===== src/logic/psda_pkg.sv =====
package psda_pkg;
   // Operation codes on the instruction control port
   typedef enum logic [2:0] {
      PSDA_OP_NONE,
      PSDA_OP_TBL_RD_LO,
      PSDA_OP_TBL_RD_HI,
      PSDA_OP_TBL_WR_LO,
      PSDA_OP_TBL_WR_HI,
      PSDA_OP_DATA_RD
   } psda_op_t;

   localparam int          PSDA_PADDR_W        = 24;
   localparam int          PSDA_PWORD_W        = 24;
   localparam int          PSDA_DATA_W         = 16;
   localparam int          PSDA_PAGE_W         = 8;
   localparam int          PSDA_VIS_EN_BIT     = 2;
   localparam int          PSDA_TBL_CFG_BIT    = 7;
   localparam int          PSDA_EA_MSB         = 15;
   localparam int          PSDA_VIS_LOW_BITS   = 15;
   localparam logic [15:0] PSDA_WINDOW_BASE    = 16'h8000;
   localparam logic [1:0]  PSDA_STALL_MOVE     = 2'h1;
   localparam logic [1:0]  PSDA_STALL_OTHER    = 2'h2;
   localparam logic [1:0]  PSDA_STALL_REPEAT   = 2'h0;
   localparam logic [7:0]  PSDA_PAGE_RESET     = 8'h00;
   localparam logic [15:0] PSDA_CORE_CTL_RESET = 16'h0000;
endpackage


===== src/logic/psda_extract.sv =====
`timescale 1ns/10ps
// Steers the addressed part of a 24-bit program word onto the 16-bit data word
module psda_extract
   import psda_pkg::*;
(
   // Selection
   input  wire logic        highWord,
   input  wire logic        byteMode,
   input  wire logic        byteSel,
   // Data
   input  wire logic [23:0] progWord,
   output logic      [15:0] dataWord
);
   always_comb begin
      if (!highWord) begin
         if (!byteMode)
            dataWord = progWord[15:0];
         else if (byteSel)
            dataWord = {8'h00, progWord[15:8]};
         else
            dataWord = {8'h00, progWord[7:0]};
      end else begin
         if (!byteMode)
            dataWord = {8'h00, progWord[23:16]};
         else if (byteSel)
            dataWord = 16'h0000;
         else
            dataWord = {8'h00, progWord[23:16]};
      end
   end
endmodule


===== src/logic/psda_bridge.sv =====
`timescale 1ns/10ps
// Overview of operation
// - Word-mode low table read returns program bits 15..0; low write targets them.
// - Byte-mode low read puts upper byte if byte select, else lower byte.
// - Word-mode high read returns bits 23..16, upper data byte zero.
// - Byte-mode high read with byte select one returns zero.
// - Only high table read/write reach the upper eight program bits.
// - Program addresses step by two per word; low/high spaces share ranges.
// - Table page MSB selects user (0) or configuration (1) memory.
// - Redirect data access when EA MSB set and control bit 2 set.
// - Visibility page gives upper address bits, EA low 15 bits the rest.
// - Window covers data addresses 8000h upward.
// - Window reads return only the low 16 program bits.
// - Window redirection is suspended during table reads and writes.
// - A window data read makes one program fetch; extra cycles as below.
// - Outside repeat: move one extra cycle, others two extra cycles.
// - In repeat: first, last, interrupt exit, re-entry two extra; else none.
// - Table address is table page concatenated above the 16-bit EA.
// - Window address ignores EA bit 15; bit 15 is page bit 0.
module psda_bridge
   import psda_pkg::*;
(
   // Clock and reset
   input  wire logic        clk,
   input  wire logic        rst,
   // Register writes from the core
   input  wire logic        tablePageWr,
   input  wire logic        visPageWr,
   input  wire logic        coreCtlWr,
   input  wire logic [15:0] regWrData,
   // Instruction control
   input  wire logic        opValid,
   input  wire psda_op_t    opCode,
   input  wire logic [15:0] effAddr,
   input  wire logic        byteMode,
   input  wire logic [15:0] wrData,
   input  wire logic        moveInstr,
   input  wire logic        inRepeat,
   input  wire logic        repFirst,
   input  wire logic        repLast,
   input  wire logic        repIrqExit,
   input  wire logic        repIrqReentry,
   // Program memory port
   input  wire logic [23:0] progRdData,
   output logic             progRdEn,
   output logic             progWrEn,
   output logic [23:0]      progAddr,
   output logic [23:0]      progWrData,
   output logic [2:0]       progWrLanes,
   output logic             progConfigSpace,
   // Data path answer
   output logic             dataValid,
   output logic [15:0]      dataOut,
   output logic             windowHit,
   output logic             cpuStall,
   // Register state
   output logic [7:0]       tablePageReg,
   output logic [7:0]       visibilityPageReg,
   output logic [15:0]      coreControlReg
);

   // ------------------------------------------------------------
   // Registers
   // ------------------------------------------------------------
   logic [7:0]  tablePage_q;
   logic [7:0]  visPage_q;
   logic [15:0] coreCtl_q;

   always_ff @(posedge clk) begin
      if (rst)
         tablePage_q <= PSDA_PAGE_RESET;
      else if (tablePageWr)
         tablePage_q <= regWrData[7:0];
   end

   always_ff @(posedge clk) begin
      if (rst)
         visPage_q <= PSDA_PAGE_RESET;
      else if (visPageWr)
         visPage_q <= regWrData[7:0];
   end

   always_ff @(posedge clk) begin
      if (rst)
         coreCtl_q <= PSDA_CORE_CTL_RESET;
      else if (coreCtlWr)
         coreCtl_q <= regWrData;
   end

   // ------------------------------------------------------------
   // Decode
   // ------------------------------------------------------------
   function automatic logic isTable(input psda_op_t op);
      isTable = (op == PSDA_OP_TBL_RD_LO) || (op == PSDA_OP_TBL_RD_HI) ||
                (op == PSDA_OP_TBL_WR_LO) || (op == PSDA_OP_TBL_WR_HI);
   endfunction

   function automatic logic isHigh(input psda_op_t op);
      isHigh = (op == PSDA_OP_TBL_RD_HI) || (op == PSDA_OP_TBL_WR_HI);
   endfunction

   logic        tableOp;
   logic        tableBusy_q;
   logic        hit;
   logic [23:0] tblAddr;
   logic [23:0] visAddr;
   logic        byteSel;
   logic [1:0]  extra;

   assign tableOp = opValid && isTable(opCode);
   assign byteSel = effAddr[0];

   // Table page over the full EA; the same EA reaches low and high halves
   assign tblAddr = {tablePage_q, effAddr};

   // EA bit 15 is always one here and is replaced by page bit 0
   assign visAddr = {1'b0, visPage_q,
                     effAddr[PSDA_VIS_LOW_BITS-1:0]};

   // A table access in flight blocks the window, including the cycle after
   assign hit = opValid && (opCode == PSDA_OP_DATA_RD) &&
                (effAddr >= PSDA_WINDOW_BASE) &&
                effAddr[PSDA_EA_MSB] && coreCtl_q[PSDA_VIS_EN_BIT] &&
                !tableBusy_q && !tableOp;

   always_ff @(posedge clk) begin
      if (rst)
         tableBusy_q <= 1'b0;
      else
         tableBusy_q <= tableOp;
   end

   // ------------------------------------------------------------
   // Extra cycles for window reads
   // ------------------------------------------------------------
   always_comb begin
      if (!inRepeat)
         extra = moveInstr ? PSDA_STALL_MOVE : PSDA_STALL_OTHER;
      else if (repFirst || repLast || repIrqExit || repIrqReentry)
         extra = PSDA_STALL_OTHER;
      else
         extra = PSDA_STALL_REPEAT;
   end

   logic [1:0] stallCnt_q;
   logic       busy;
   assign busy = (stallCnt_q != 2'h0);

   always_ff @(posedge clk) begin
      if (rst)
         stallCnt_q <= 2'h0;
      else if (busy)
         stallCnt_q <= stallCnt_q - 2'h1;
      else if (hit)
         stallCnt_q <= extra;
   end

   // ------------------------------------------------------------
   // Program memory port
   // ------------------------------------------------------------
   logic wrOp;
   assign wrOp = opValid && ((opCode == PSDA_OP_TBL_WR_LO) || (opCode == PSDA_OP_TBL_WR_HI));

   always_ff @(posedge clk) begin
      if (rst) begin
         progRdEn        <= 1'b0;
         progWrEn        <= 1'b0;
         progAddr        <= 24'h000000;
         progWrData      <= 24'h000000;
         progWrLanes     <= 3'h0;
         progConfigSpace <= 1'b0;
      end else begin
         progRdEn <= !busy && (hit || (tableOp && !wrOp));
         progWrEn <= !busy && wrOp;
         if (!busy && tableOp) begin
            progAddr        <= tblAddr;
            progConfigSpace <= tablePage_q[PSDA_TBL_CFG_BIT];
         end else if (!busy && hit) begin
            progAddr        <= visAddr;
            progConfigSpace <= 1'b0;
         end
         if (!busy && wrOp) begin
            if (isHigh(opCode)) begin
               progWrData  <= {wrData[7:0], 16'h0000};
               progWrLanes <= (byteMode && byteSel) ? 3'h0 : 3'h4;
            end else if (byteMode) begin
               progWrData  <= {8'h00, wrData[7:0], wrData[7:0]};
               progWrLanes <= byteSel ? 3'h2 : 3'h1;
            end else begin
               progWrData  <= {8'h00, wrData};
               progWrLanes <= 3'h3;
            end
         end
      end
   end

   // ------------------------------------------------------------
   // Read answer, one cycle after the fetch
   // ------------------------------------------------------------
   logic pendRd_q;
   logic pendWin_q;
   logic pendHigh_q;
   logic pendByte_q;
   logic pendSel_q;
   logic [15:0] extracted;

   always_ff @(posedge clk) begin
      if (rst) begin
         pendRd_q   <= 1'b0;
         pendWin_q  <= 1'b0;
         pendHigh_q <= 1'b0;
         pendByte_q <= 1'b0;
         pendSel_q  <= 1'b0;
      end else begin
         pendRd_q   <= !busy && (hit || (tableOp && !wrOp));
         pendWin_q  <= hit;
         pendHigh_q <= isHigh(opCode);
         pendByte_q <= byteMode && !hit;
         pendSel_q  <= byteSel;
      end
   end

   // Window reads use word-mode low extraction: upper program byte never seen
   psda_extract u_extract (
      .highWord (pendHigh_q && !pendWin_q),
      .byteMode (pendByte_q),
      .byteSel  (pendSel_q),
      .progWord (progRdData),
      .dataWord (extracted)
   );

   always_ff @(posedge clk) begin
      if (rst) begin
         dataValid <= 1'b0;
         dataOut   <= 16'h0000;
         windowHit <= 1'b0;
         cpuStall  <= 1'b0;
      end else begin
         dataValid <= pendRd_q;
         if (pendRd_q)
            dataOut <= extracted;
         windowHit <= hit && !busy;
         cpuStall  <= (hit && !busy && extra != 2'h0) || (stallCnt_q > 2'h1);
      end
   end

   always_ff @(posedge clk) begin
      if (rst) begin
         tablePageReg      <= PSDA_PAGE_RESET;
         visibilityPageReg <= PSDA_PAGE_RESET;
         coreControlReg    <= PSDA_CORE_CTL_RESET;
      end else begin
         tablePageReg      <= tablePage_q;
         visibilityPageReg <= visPage_q;
         coreControlReg    <= coreCtl_q;
      end
   end

   // ------------------------------------------------------------
   // Checks
   // ------------------------------------------------------------
   // Window gating and address formation, judged on the registered outputs
   a_window_gate: assert property (@(posedge clk) disable iff (rst)
      windowHit |-> $past(opValid && coreCtl_q[PSDA_VIS_EN_BIT] && effAddr[PSDA_EA_MSB]))
      else $error("window hit without enable or EA msb");
   a_window_base: assert property (@(posedge clk) disable iff (rst)
      windowHit |-> $past(effAddr) >= PSDA_WINDOW_BASE)
      else $error("window hit below window base");
   a_table_blocks: assert property (@(posedge clk) disable iff (rst)
      (tableOp || $past(tableOp)) |=> !windowHit)
      else $error("window active during table op");
   a_vis_addr: assert property (@(posedge clk) disable iff (rst)
      (hit && !busy) |=> progAddr[15] == $past(visPage_q[0]) && !progAddr[23])
      else $error("window address wrong");
   a_vis_page: assert property (@(posedge clk) disable iff (rst)
      (hit && !busy) |=> progAddr[22:15] == $past(visPage_q) &&
                         progAddr[14:0] == $past(effAddr[14:0]))
      else $error("window page or offset wrong");
   a_win_user: assert property (@(posedge clk) disable iff (rst)
      windowHit |-> progRdEn && !progConfigSpace)
      else $error("window fetch outside user space");

   // Table address and space select
   a_table_addr: assert property (@(posedge clk) disable iff (rst)
      (tableOp && !busy) |=> progAddr == {$past(tablePage_q), $past(effAddr)})
      else $error("table address wrong");
   a_cfg_space: assert property (@(posedge clk) disable iff (rst)
      (tableOp && !busy) |=> progConfigSpace == $past(tablePage_q[PSDA_TBL_CFG_BIT]))
      else $error("space select wrong");
   a_byte_sel: assert property (@(posedge clk) disable iff (rst)
      (tableOp && !busy) |=> pendSel_q == $past(effAddr[0]))
      else $error("byte select not taken from EA bit 0");

   // Read answers, one cycle after the fetch
   a_read_latency: assert property (@(posedge clk) disable iff (rst)
      progRdEn |=> dataValid)
      else $error("read answer missing");
   a_lo_word: assert property (@(posedge clk) disable iff (rst)
      (pendRd_q && !pendWin_q && !pendHigh_q && !pendByte_q) |=> dataOut == $past(progRdData[15:0]))
      else $error("low word read wrong");
   a_lo_byte: assert property (@(posedge clk) disable iff (rst)
      (pendRd_q && !pendWin_q && !pendHigh_q && pendByte_q) |=>
         dataOut[7:0] == ($past(pendSel_q) ? $past(progRdData[15:8]) : $past(progRdData[7:0])))
      else $error("low byte read wrong");
   a_hi_word: assert property (@(posedge clk) disable iff (rst)
      (pendRd_q && !pendWin_q && pendHigh_q && !(pendByte_q && pendSel_q)) |=>
         dataOut[7:0] == $past(progRdData[23:16]))
      else $error("high word read wrong");
   a_hi_phantom: assert property (@(posedge clk) disable iff (rst)
      (pendRd_q && pendHigh_q && !pendWin_q) |=> dataOut[15:8] == 8'h00)
      else $error("phantom byte not zero");
   a_hi_sel: assert property (@(posedge clk) disable iff (rst)
      (pendRd_q && !pendWin_q && pendHigh_q && pendByte_q && pendSel_q) |=> dataOut == 16'h0000)
      else $error("phantom byte select not zero");
   a_win_low16: assert property (@(posedge clk) disable iff (rst)
      (pendRd_q && pendWin_q) |=> dataOut == $past(progRdData[15:0]))
      else $error("window data wrong");

   // Table writes: a low write must never open the upper lane, or constant data loses its no-op byte
   a_wr_low: assert property (@(posedge clk) disable iff (rst)
      (wrOp && !busy && (opCode == PSDA_OP_TBL_WR_LO) && !byteMode) |=>
         progWrEn && progWrLanes == 3'h3 && progWrData[15:0] == $past(wrData))
      else $error("low word write wrong");
   a_wr_upper: assert property (@(posedge clk) disable iff (rst)
      (wrOp && !busy && (opCode == PSDA_OP_TBL_WR_LO)) |=> !progWrLanes[2])
      else $error("low write reached the upper byte");
   a_wr_high: assert property (@(posedge clk) disable iff (rst)
      (wrOp && !busy && (opCode == PSDA_OP_TBL_WR_HI)) |=> progWrLanes[1:0] == 2'h0)
      else $error("high write reached the low word");

   // Extra cycles for window reads
   a_move_stall: assert property (@(posedge clk) disable iff (rst)
      (hit && !busy && !inRepeat && moveInstr) |=> cpuStall ##1 !cpuStall)
      else $error("move stall length wrong");
   a_other_stall: assert property (@(posedge clk) disable iff (rst)
      (hit && !busy && !inRepeat && !moveInstr) |=> cpuStall ##1 cpuStall ##1 !cpuStall)
      else $error("other stall length wrong");
   a_rep_edge: assert property (@(posedge clk) disable iff (rst)
      (hit && !busy && inRepeat && (repFirst || repLast || repIrqExit || repIrqReentry)) |=>
         cpuStall ##1 cpuStall ##1 !cpuStall)
      else $error("repeat boundary stall wrong");
   a_rep_quiet: assert property (@(posedge clk) disable iff (rst)
      (hit && !busy && inRepeat && !(repFirst || repLast || repIrqExit || repIrqReentry)) |=> !cpuStall)
      else $error("repeat body stalled");
   a_stall_hold: assert property (@(posedge clk) disable iff (rst)
      busy |=> !progRdEn && !progWrEn)
      else $error("op taken during stall countdown");
endmodule


===== config.mk =====
export PLATFORM = sky130hd
export DESIGN_NAME = psda_bridge
export DESIGN_NICKNAME = d
export VERILOG_FILES = /design/src/logic/psda_pkg.sv /design/src/logic/psda_extract.sv /design/src/logic/psda_bridge.sv
export SDC_FILE = /design/constraint.sdc
export NUM_CORES = 1
export LEC_CHECK = 0
export ABC_AREA = 1
export BUFFER_PORTS_ARGS = -buffer_cell sky130_fd_sc_hd__buf_4
export CORE_MARGIN = 1
export CORE_UTILIZATION = 53
export CTS_CLUSTER_DIAMETER = 40
export DETAILED_ROUTE_END_ITERATION = 8
export PLACE_DENSITY = 0.87
export SKIP_LAST_GASP = 1
export SLEW_MARGIN = 20
export SYNTH_ARGS = -nofsm -noshare
export SYNTH_HDL_FRONTEND = slang
export SYNTH_SLANG_ARGS = --single-unit
export TNS_END_PERCENT = 1

===== constraint.sdc =====
create_clock -name clk -period 2.8 [get_ports clk]
set_input_delay 0.28 -clock clk [delete_from_list [all_inputs] [get_ports clk]]
set_output_delay 0.28 -clock clk [all_outputs]
set_load 0.03 [all_outputs]

## Word-level counts from Yosys, hierarchy flattened

Cells that the tools add are included.
W data, S select, Z words.

| word-level totals | value |
|---|---|
| register bits | 144 |
| input bits | 88 |

| cells by class | value |
|---|---|
| add/subtract/negate cells | 1 |
| $lt $le $gt $ge | 2 |
| equal/unequal tests | 5 |
| multiplexer cells | 20 |
| reduce and logical (&&, ||, !) cells | 37 |

Operator list:

| kind | count |
|---|---|
| $mux W24 | 3 |
| $mux W16 | 4 |
| $logic_and A1 B1 Y1 | 17 |
| $ge A16 B16 Y1 const B | 1 |
| $mux W8 | 2 |
| $mux W2 | 7 |
| $logic_or A1 B1 Y1 | 10 |
| $reduce_bool A2 Y1 | 4 |
| $eq A3 B2 Y1 const B | 2 |
| $eq A3 B3 Y1 const B | 2 |
| $logic_not A1 Y1 | 6 |
| $mux W3 | 2 |
| $eq A3 B1 Y1 const B | 1 |
| $gt A2 B1 Y1 const B | 1 |
| $mux W1 | 2 |
| $sub A2 B1 Y2 const B | 1 |

## Longest topological paths before layout

| logic depth | value |
|---|---|
| word-level depth | 10 |
| depth in mapped cells | 10 |

## Cells and area by module

Synthesis repeated with hierarchy kept, for this count alone.

| unflattened totals | value |
|---|---|
| cell total of the unflattened synthesis | 725 |
| area, all modules | 5554.1 µm² |

By module, submodules not included:

| module | instances | cells an instance | area an instance (µm²) | sequential area each (µm²) |
|---|---|---|---|---|
| psda_bridge | 1 | 653 | 5206.2 | 2862.7 |
| psda_extract | 1 | 72 | 347.8 | 0.0 |

## Worst setup path after synthesis

OpenSTA, ideal clock, no wires.

| path | value |
|---|---|
| path kind | register to register |
| start point | reg pendRd_q |
| end point | reg dataOut[7] |
| arrival | 1177 ps |
| required time | 2679 ps |
| path slack | 1502 ps |
| cell stages (with the launch flop) | 5 |
| period minus slack after synthesis | 1298 ps |
| cells stage by stage | dfxtp_1 > inv_2 > clkbuf_1 > a31oi_1 > a21oi_1 |

RTL lines:

| item | RTL line | source |
|---|---|---|
| from (decl) | psda_bridge.sv:200 | `logic pendRd_q;` |
| from (signal assigned) | psda_bridge.sv:215 | `pendRd_q <= !busy && (hit \|\| (tableOp && !wrOp));` |
| to (signal assigned) | psda_bridge.sv:241 | `dataOut <= extracted;` |
| to (decl) | psda_bridge.sv:53 | `output logic [15:0] dataOut,` |

## Final worst setup path

| path | value |
|---|---|
| start point | reg stallCnt_q[1] |
| end point | reg progAddr[0] |

| on the way | value |
|---|---|
| cells in the longest elaborated chain, start to end | 4 |

Ends and longest elaborated chain:

| item | RTL line | source |
|---|---|---|
| from (decl) | psda_bridge.sv:145 | `logic [1:0] stallCnt_q;` |
| from (signal assigned) | psda_bridge.sv:153 | `stallCnt_q <= stallCnt_q - 2'h1;` |
| from (signal assigned) | psda_bridge.sv:155 | `stallCnt_q <= extra;` |
| $reduce_bool A2 Y1 * | psda_bridge.sv:147 | `assign busy = (stallCnt_q != 2'h0);` |
| $logic_not A1 Y1 * | psda_bridge.sv:175, psda_bridge.sv:178 |  |
| $logic_and A1 B1 Y1, on equally long branches | psda_bridge.sv:175, psda_bridge.sv:178 |  |
| $mux W24 or $reduce_bool A2 Y1 (tied branches) | - |  |
| to (signal assigned) | psda_bridge.sv:176 | `progAddr <= tblAddr;` |
| to (signal assigned) | psda_bridge.sv:179 | `progAddr <= visAddr;` |
| to (decl) | psda_bridge.sv:47 | `output logic [23:0] progAddr,` |

Every way passes the cells marked *; elsewhere a longest branch is shown, timed or not.
A chain may end at the register's enable or synchronous reset.

==> impl_metrics.yaml <==
worst_setup_path:
  crit_buf_inv: 0
  cp.depth: 5
  start_kind: "register"
  path_cells: "nor2_4 > nand3_2 > nand3b_1 > nand2_1 > nor2_1"
  r2r_slack_ps: 930
  end_kind: "register"
  r2r_cells: 5
  slowest_stage: "nand3_2"
  setup.worst_path.class: "reg2reg"
  cp_max_fo: 31
  cp_top_family: "simple AND/OR/NAND/NOR gates"
  r2r_start: "stallCnt_q[1]$_SDFFE_PP0P_"
  critPathMaxStageDelay_ps: 560
  r2r_end: "progAddr[0]$_SDFFE_PP0P_"
  crit_required_ps: 3250
  critical_path_arrival_ps: 2320
timing:
  slew_violations: 0
  period_needed_ps: 1874
  fin_setup_tns_ps: 0
  grt_setup_unrepaired: "no"
  fin_skew_ps: 6.908
  finalSetupViolations: 0
  worstMarginPinSlew_ps: 802.0
  maxSlewHeadroom: 0.4647
  post-route-period-util: 0.6691
  finalWorstSetupSlack_ps: 926.5
  fmax_mhz: 533.8
  hold_viol: 0
yosys:
  syn-cell-area_um2: 5443
  yosysWarnings: 0
  synthesis.nets: 762
  netlist_instances: 674
  ys_async_sr_fraction: 0
  synth.distinct_cells: 32
  seq_area_frac_synth: 0.5260
  ys.flop_type: "dfxtp_1"
  avgSynthCellArea_um2: 8.075
  synth_seq_cells: 143
  synth-edff-count: 0
cts:
  root_buffer: "clkbuf_8"
  clock_path_buffers: 2
  cts_setup_buffers: 0
  cts_tree: "yes"
  clk_pin_slew_ps: 60
  cts.htree.levels: 4
  worst_skew_pair.late_latency_ps: 520
  cts_buffers: 17
  clkSinkCount: 143
grt:
  first_global_vias: 4934
  track_usage: 0.2895
  grt_overflow: 0
  antenna_found_initial: 0
  grt_max_degree: 52
  grt_pass1_wl_um: 23540
placed_design:
  preCtsSetupSlack_ps: 968.5
  port_buffers: 192
  place_hpwl_um: 10340
  gp_congestion: 0.8370
floorplanning:
  die_w_um: 103.3
  start_util: 0.5518
  core-area_um2: 9864
  dieArea_um2: 10680
  dieHeight_um: 103.3
  rows: 36
  io_pins: 193
pwr:
  power.switching_mw: 1.427
  peakVddDrop_v: 0.0004310
  swShare: 0.2770
  internal_power_mw: 3.724
  p_leak_nw: 3.521
  comb_power_share: 0.141
  p_clk_frac: 0.432
  power_density_nw_per_um2: 684.2
  seqPwrFrac: 0.427
final_layout:
  finalNetCount: 946
  flow.area_growth_from_synthesis_pct: 38.32
  diodes: 0
  n_fill_cell: 691
  post-route-util: 0.7632
  drive_above_1_share: 0.3042
routing:
  via_per_inst: 5.324
  dr.pass1.iters: 6
  dr.first_iter.drc_count: 275
  post_drt_wl_per_cell_um: 15.36
  via_count: 5345
  ant_nets: 0
  drt-total-wl_um: 15420
  drc: 0
job:
  maxCapViolCount: 0
worst_hold_path:
  hold_depth: 3
  min_from: "effAddr[9]"
  worst_hold_path.endpoint: "progAddr[9]$_SDFFE_PP0P_"
  hp-class: "in2reg"
status:
  status: "finished, final reports clean"
-- how the worst max path moves through the flow --
stage                               start  slack [ps]                   endpoint
2_1_floorplan         pendRd_q$_SDFF_PP0_        1500    dataOut[7]$_SDFFE_PP0P_
3_3_place_gp                    opCode[1]        1070  progAddr[20]$_SDFFE_PP0P_
3_5_place_dp                    opCode[1]         970  progAddr[20]$_SDFFE_PP0P_
4_1_cts        stallCnt_q[1]$_SDFFE_PP0P_         940   progAddr[0]$_SDFFE_PP0P_
5_1_grt        stallCnt_q[1]$_SDFFE_PP0P_         760  progAddr[18]$_SDFFE_PP0P_
6_report       stallCnt_q[1]$_SDFFE_PP0P_         930   progAddr[0]$_SDFFE_PP0P_
-- logic make-up (layout without fill, tap and decap cells) --
logic type | Yosys count | in the layout | share of synthesized area
buffers and inverters | 90 | 287 | 0.07839
AND/OR/NAND/NOR | 301 | 301 | 0.2637
flip-flops | 143 | 143 | 0.5260
AO/OA/AOI/OAI | 140 | 140 | 0.1320
-- placed cells by master (no fill, tap or decap), types with 2 or more instances in the layout --
master / Yosys / routed
a21oi_1: 52 / 52
a31oi_1: 8 / 8
buf_4: 3 / 195
bufinv_16: 0 / 2
clkbuf_16: 0 / 16
clkinv_4: 0 / 3
dfxtp_1: 143 / 143
dlygate4sd3_1: 0 / 11
inv_1: 43 / 43
inv_2: 5 / 5
inv_6: 0 / 6
inv_8: 0 / 2
nand2_1: 120 / 120
nand2_2: 3 / 3
nand3_1: 30 / 30
nand3b_1: 23 / 23
nand4_1: 8 / 8
nor2_1: 85 / 85
nor2_2: 17 / 17
nor2_4: 6 / 6
nor3_1: 3 / 3
o21ai_0: 51 / 51
o21ai_1: 27 / 27
-- synth_stat cells, types with 3 or more instances --
master	instances	area share
a21oi_1	52	0.048
a31oi_1	8	0.0092
buf_2	10	0.0092
buf_4	3	0.0041
buf_6	6	0.012
clkbuf_1	19	0.013
dfxtp_1	143	0.53
inv_1	43	0.030
inv_2	5	0.0034
nand2_1	120	0.083
nand2_2	3	0.0034
nand3_1	30	0.028
nand3b_1	23	0.032
nand4_1	8	0.0092
nor2_1	85	0.059
nor2_2	17	0.020
nor2_4	6	0.012
nor3_1	3	0.0028
o21ai_0	51	0.047
o21ai_1	27	0.025
-- state kept, by name, summed over array words and instances, names as in the netlist, 2 cells and up --
name	count
coreControlReg	16
coreCtl_q	16
dataOut	16
progAddr	24
progWrData	24
progWrLanes	3
stallCnt_q	2
tablePageReg	8
tablePage_q	8
visPage_q	8
visibilityPageReg	8
-- power by group through the flow --
stage / Sequential, mW / Clock [mW] / Combinational (mW)
floorplan: 2.37 / 0 / 0.287
global placement: 2.24 / 0 / 0.684
detailed placement: 2.24 / 0 / 0.704
CTS: 2.20 / 2.24 / 0.723
global route: 2.21 / 2.33 / 0.788
finish: 2.20 / 2.22 / 0.729
-- through the flow --
stage	hold slack [ps]	std cells	power, mW	instance area, um^2
global placement	418.3	961	2.922	6830
floorplan	387.0	674	2.660	5443
detailed placement	422.3	961	2.945	6830
global route	9.003	1004	5.324	7528
finish	12.81	1004	5.151	7528
CTS	2.208	1004	5.161	7528
-- layout make-up --
type	instances	area [um^2]	area share
well taps	133	166.4	0.02210
inverters	49	183.9	0.02443
multi-input cells	441	2153	0.2860
clock buffers	17	414.1	0.05501
clock inverters	15	173.9	0.02310
repair buffers	206	1574	0.2091
flip-flops and latches	143	2863	0.3803
-- layer usage --
layer	routed length (um)	track usage
met1	6257	0.3557
met2	7429	0.4754
met3	1255	0.06855
met4	480	0.1506
met5	0	0
-- worst reg2reg max path, delay by kind of cell, from the launching register on --
family,cells,cell delay (ps)
flops,1,350
simple gates,5,1460
-- what timing repair did --
item                                   in CTS  in global routing
hold buffers                               11                  0
endpoints found under the hold margin      11                  0
gates resized for setup                     0                  0
No activity file was read; power rests on OpenSTA's default activity.
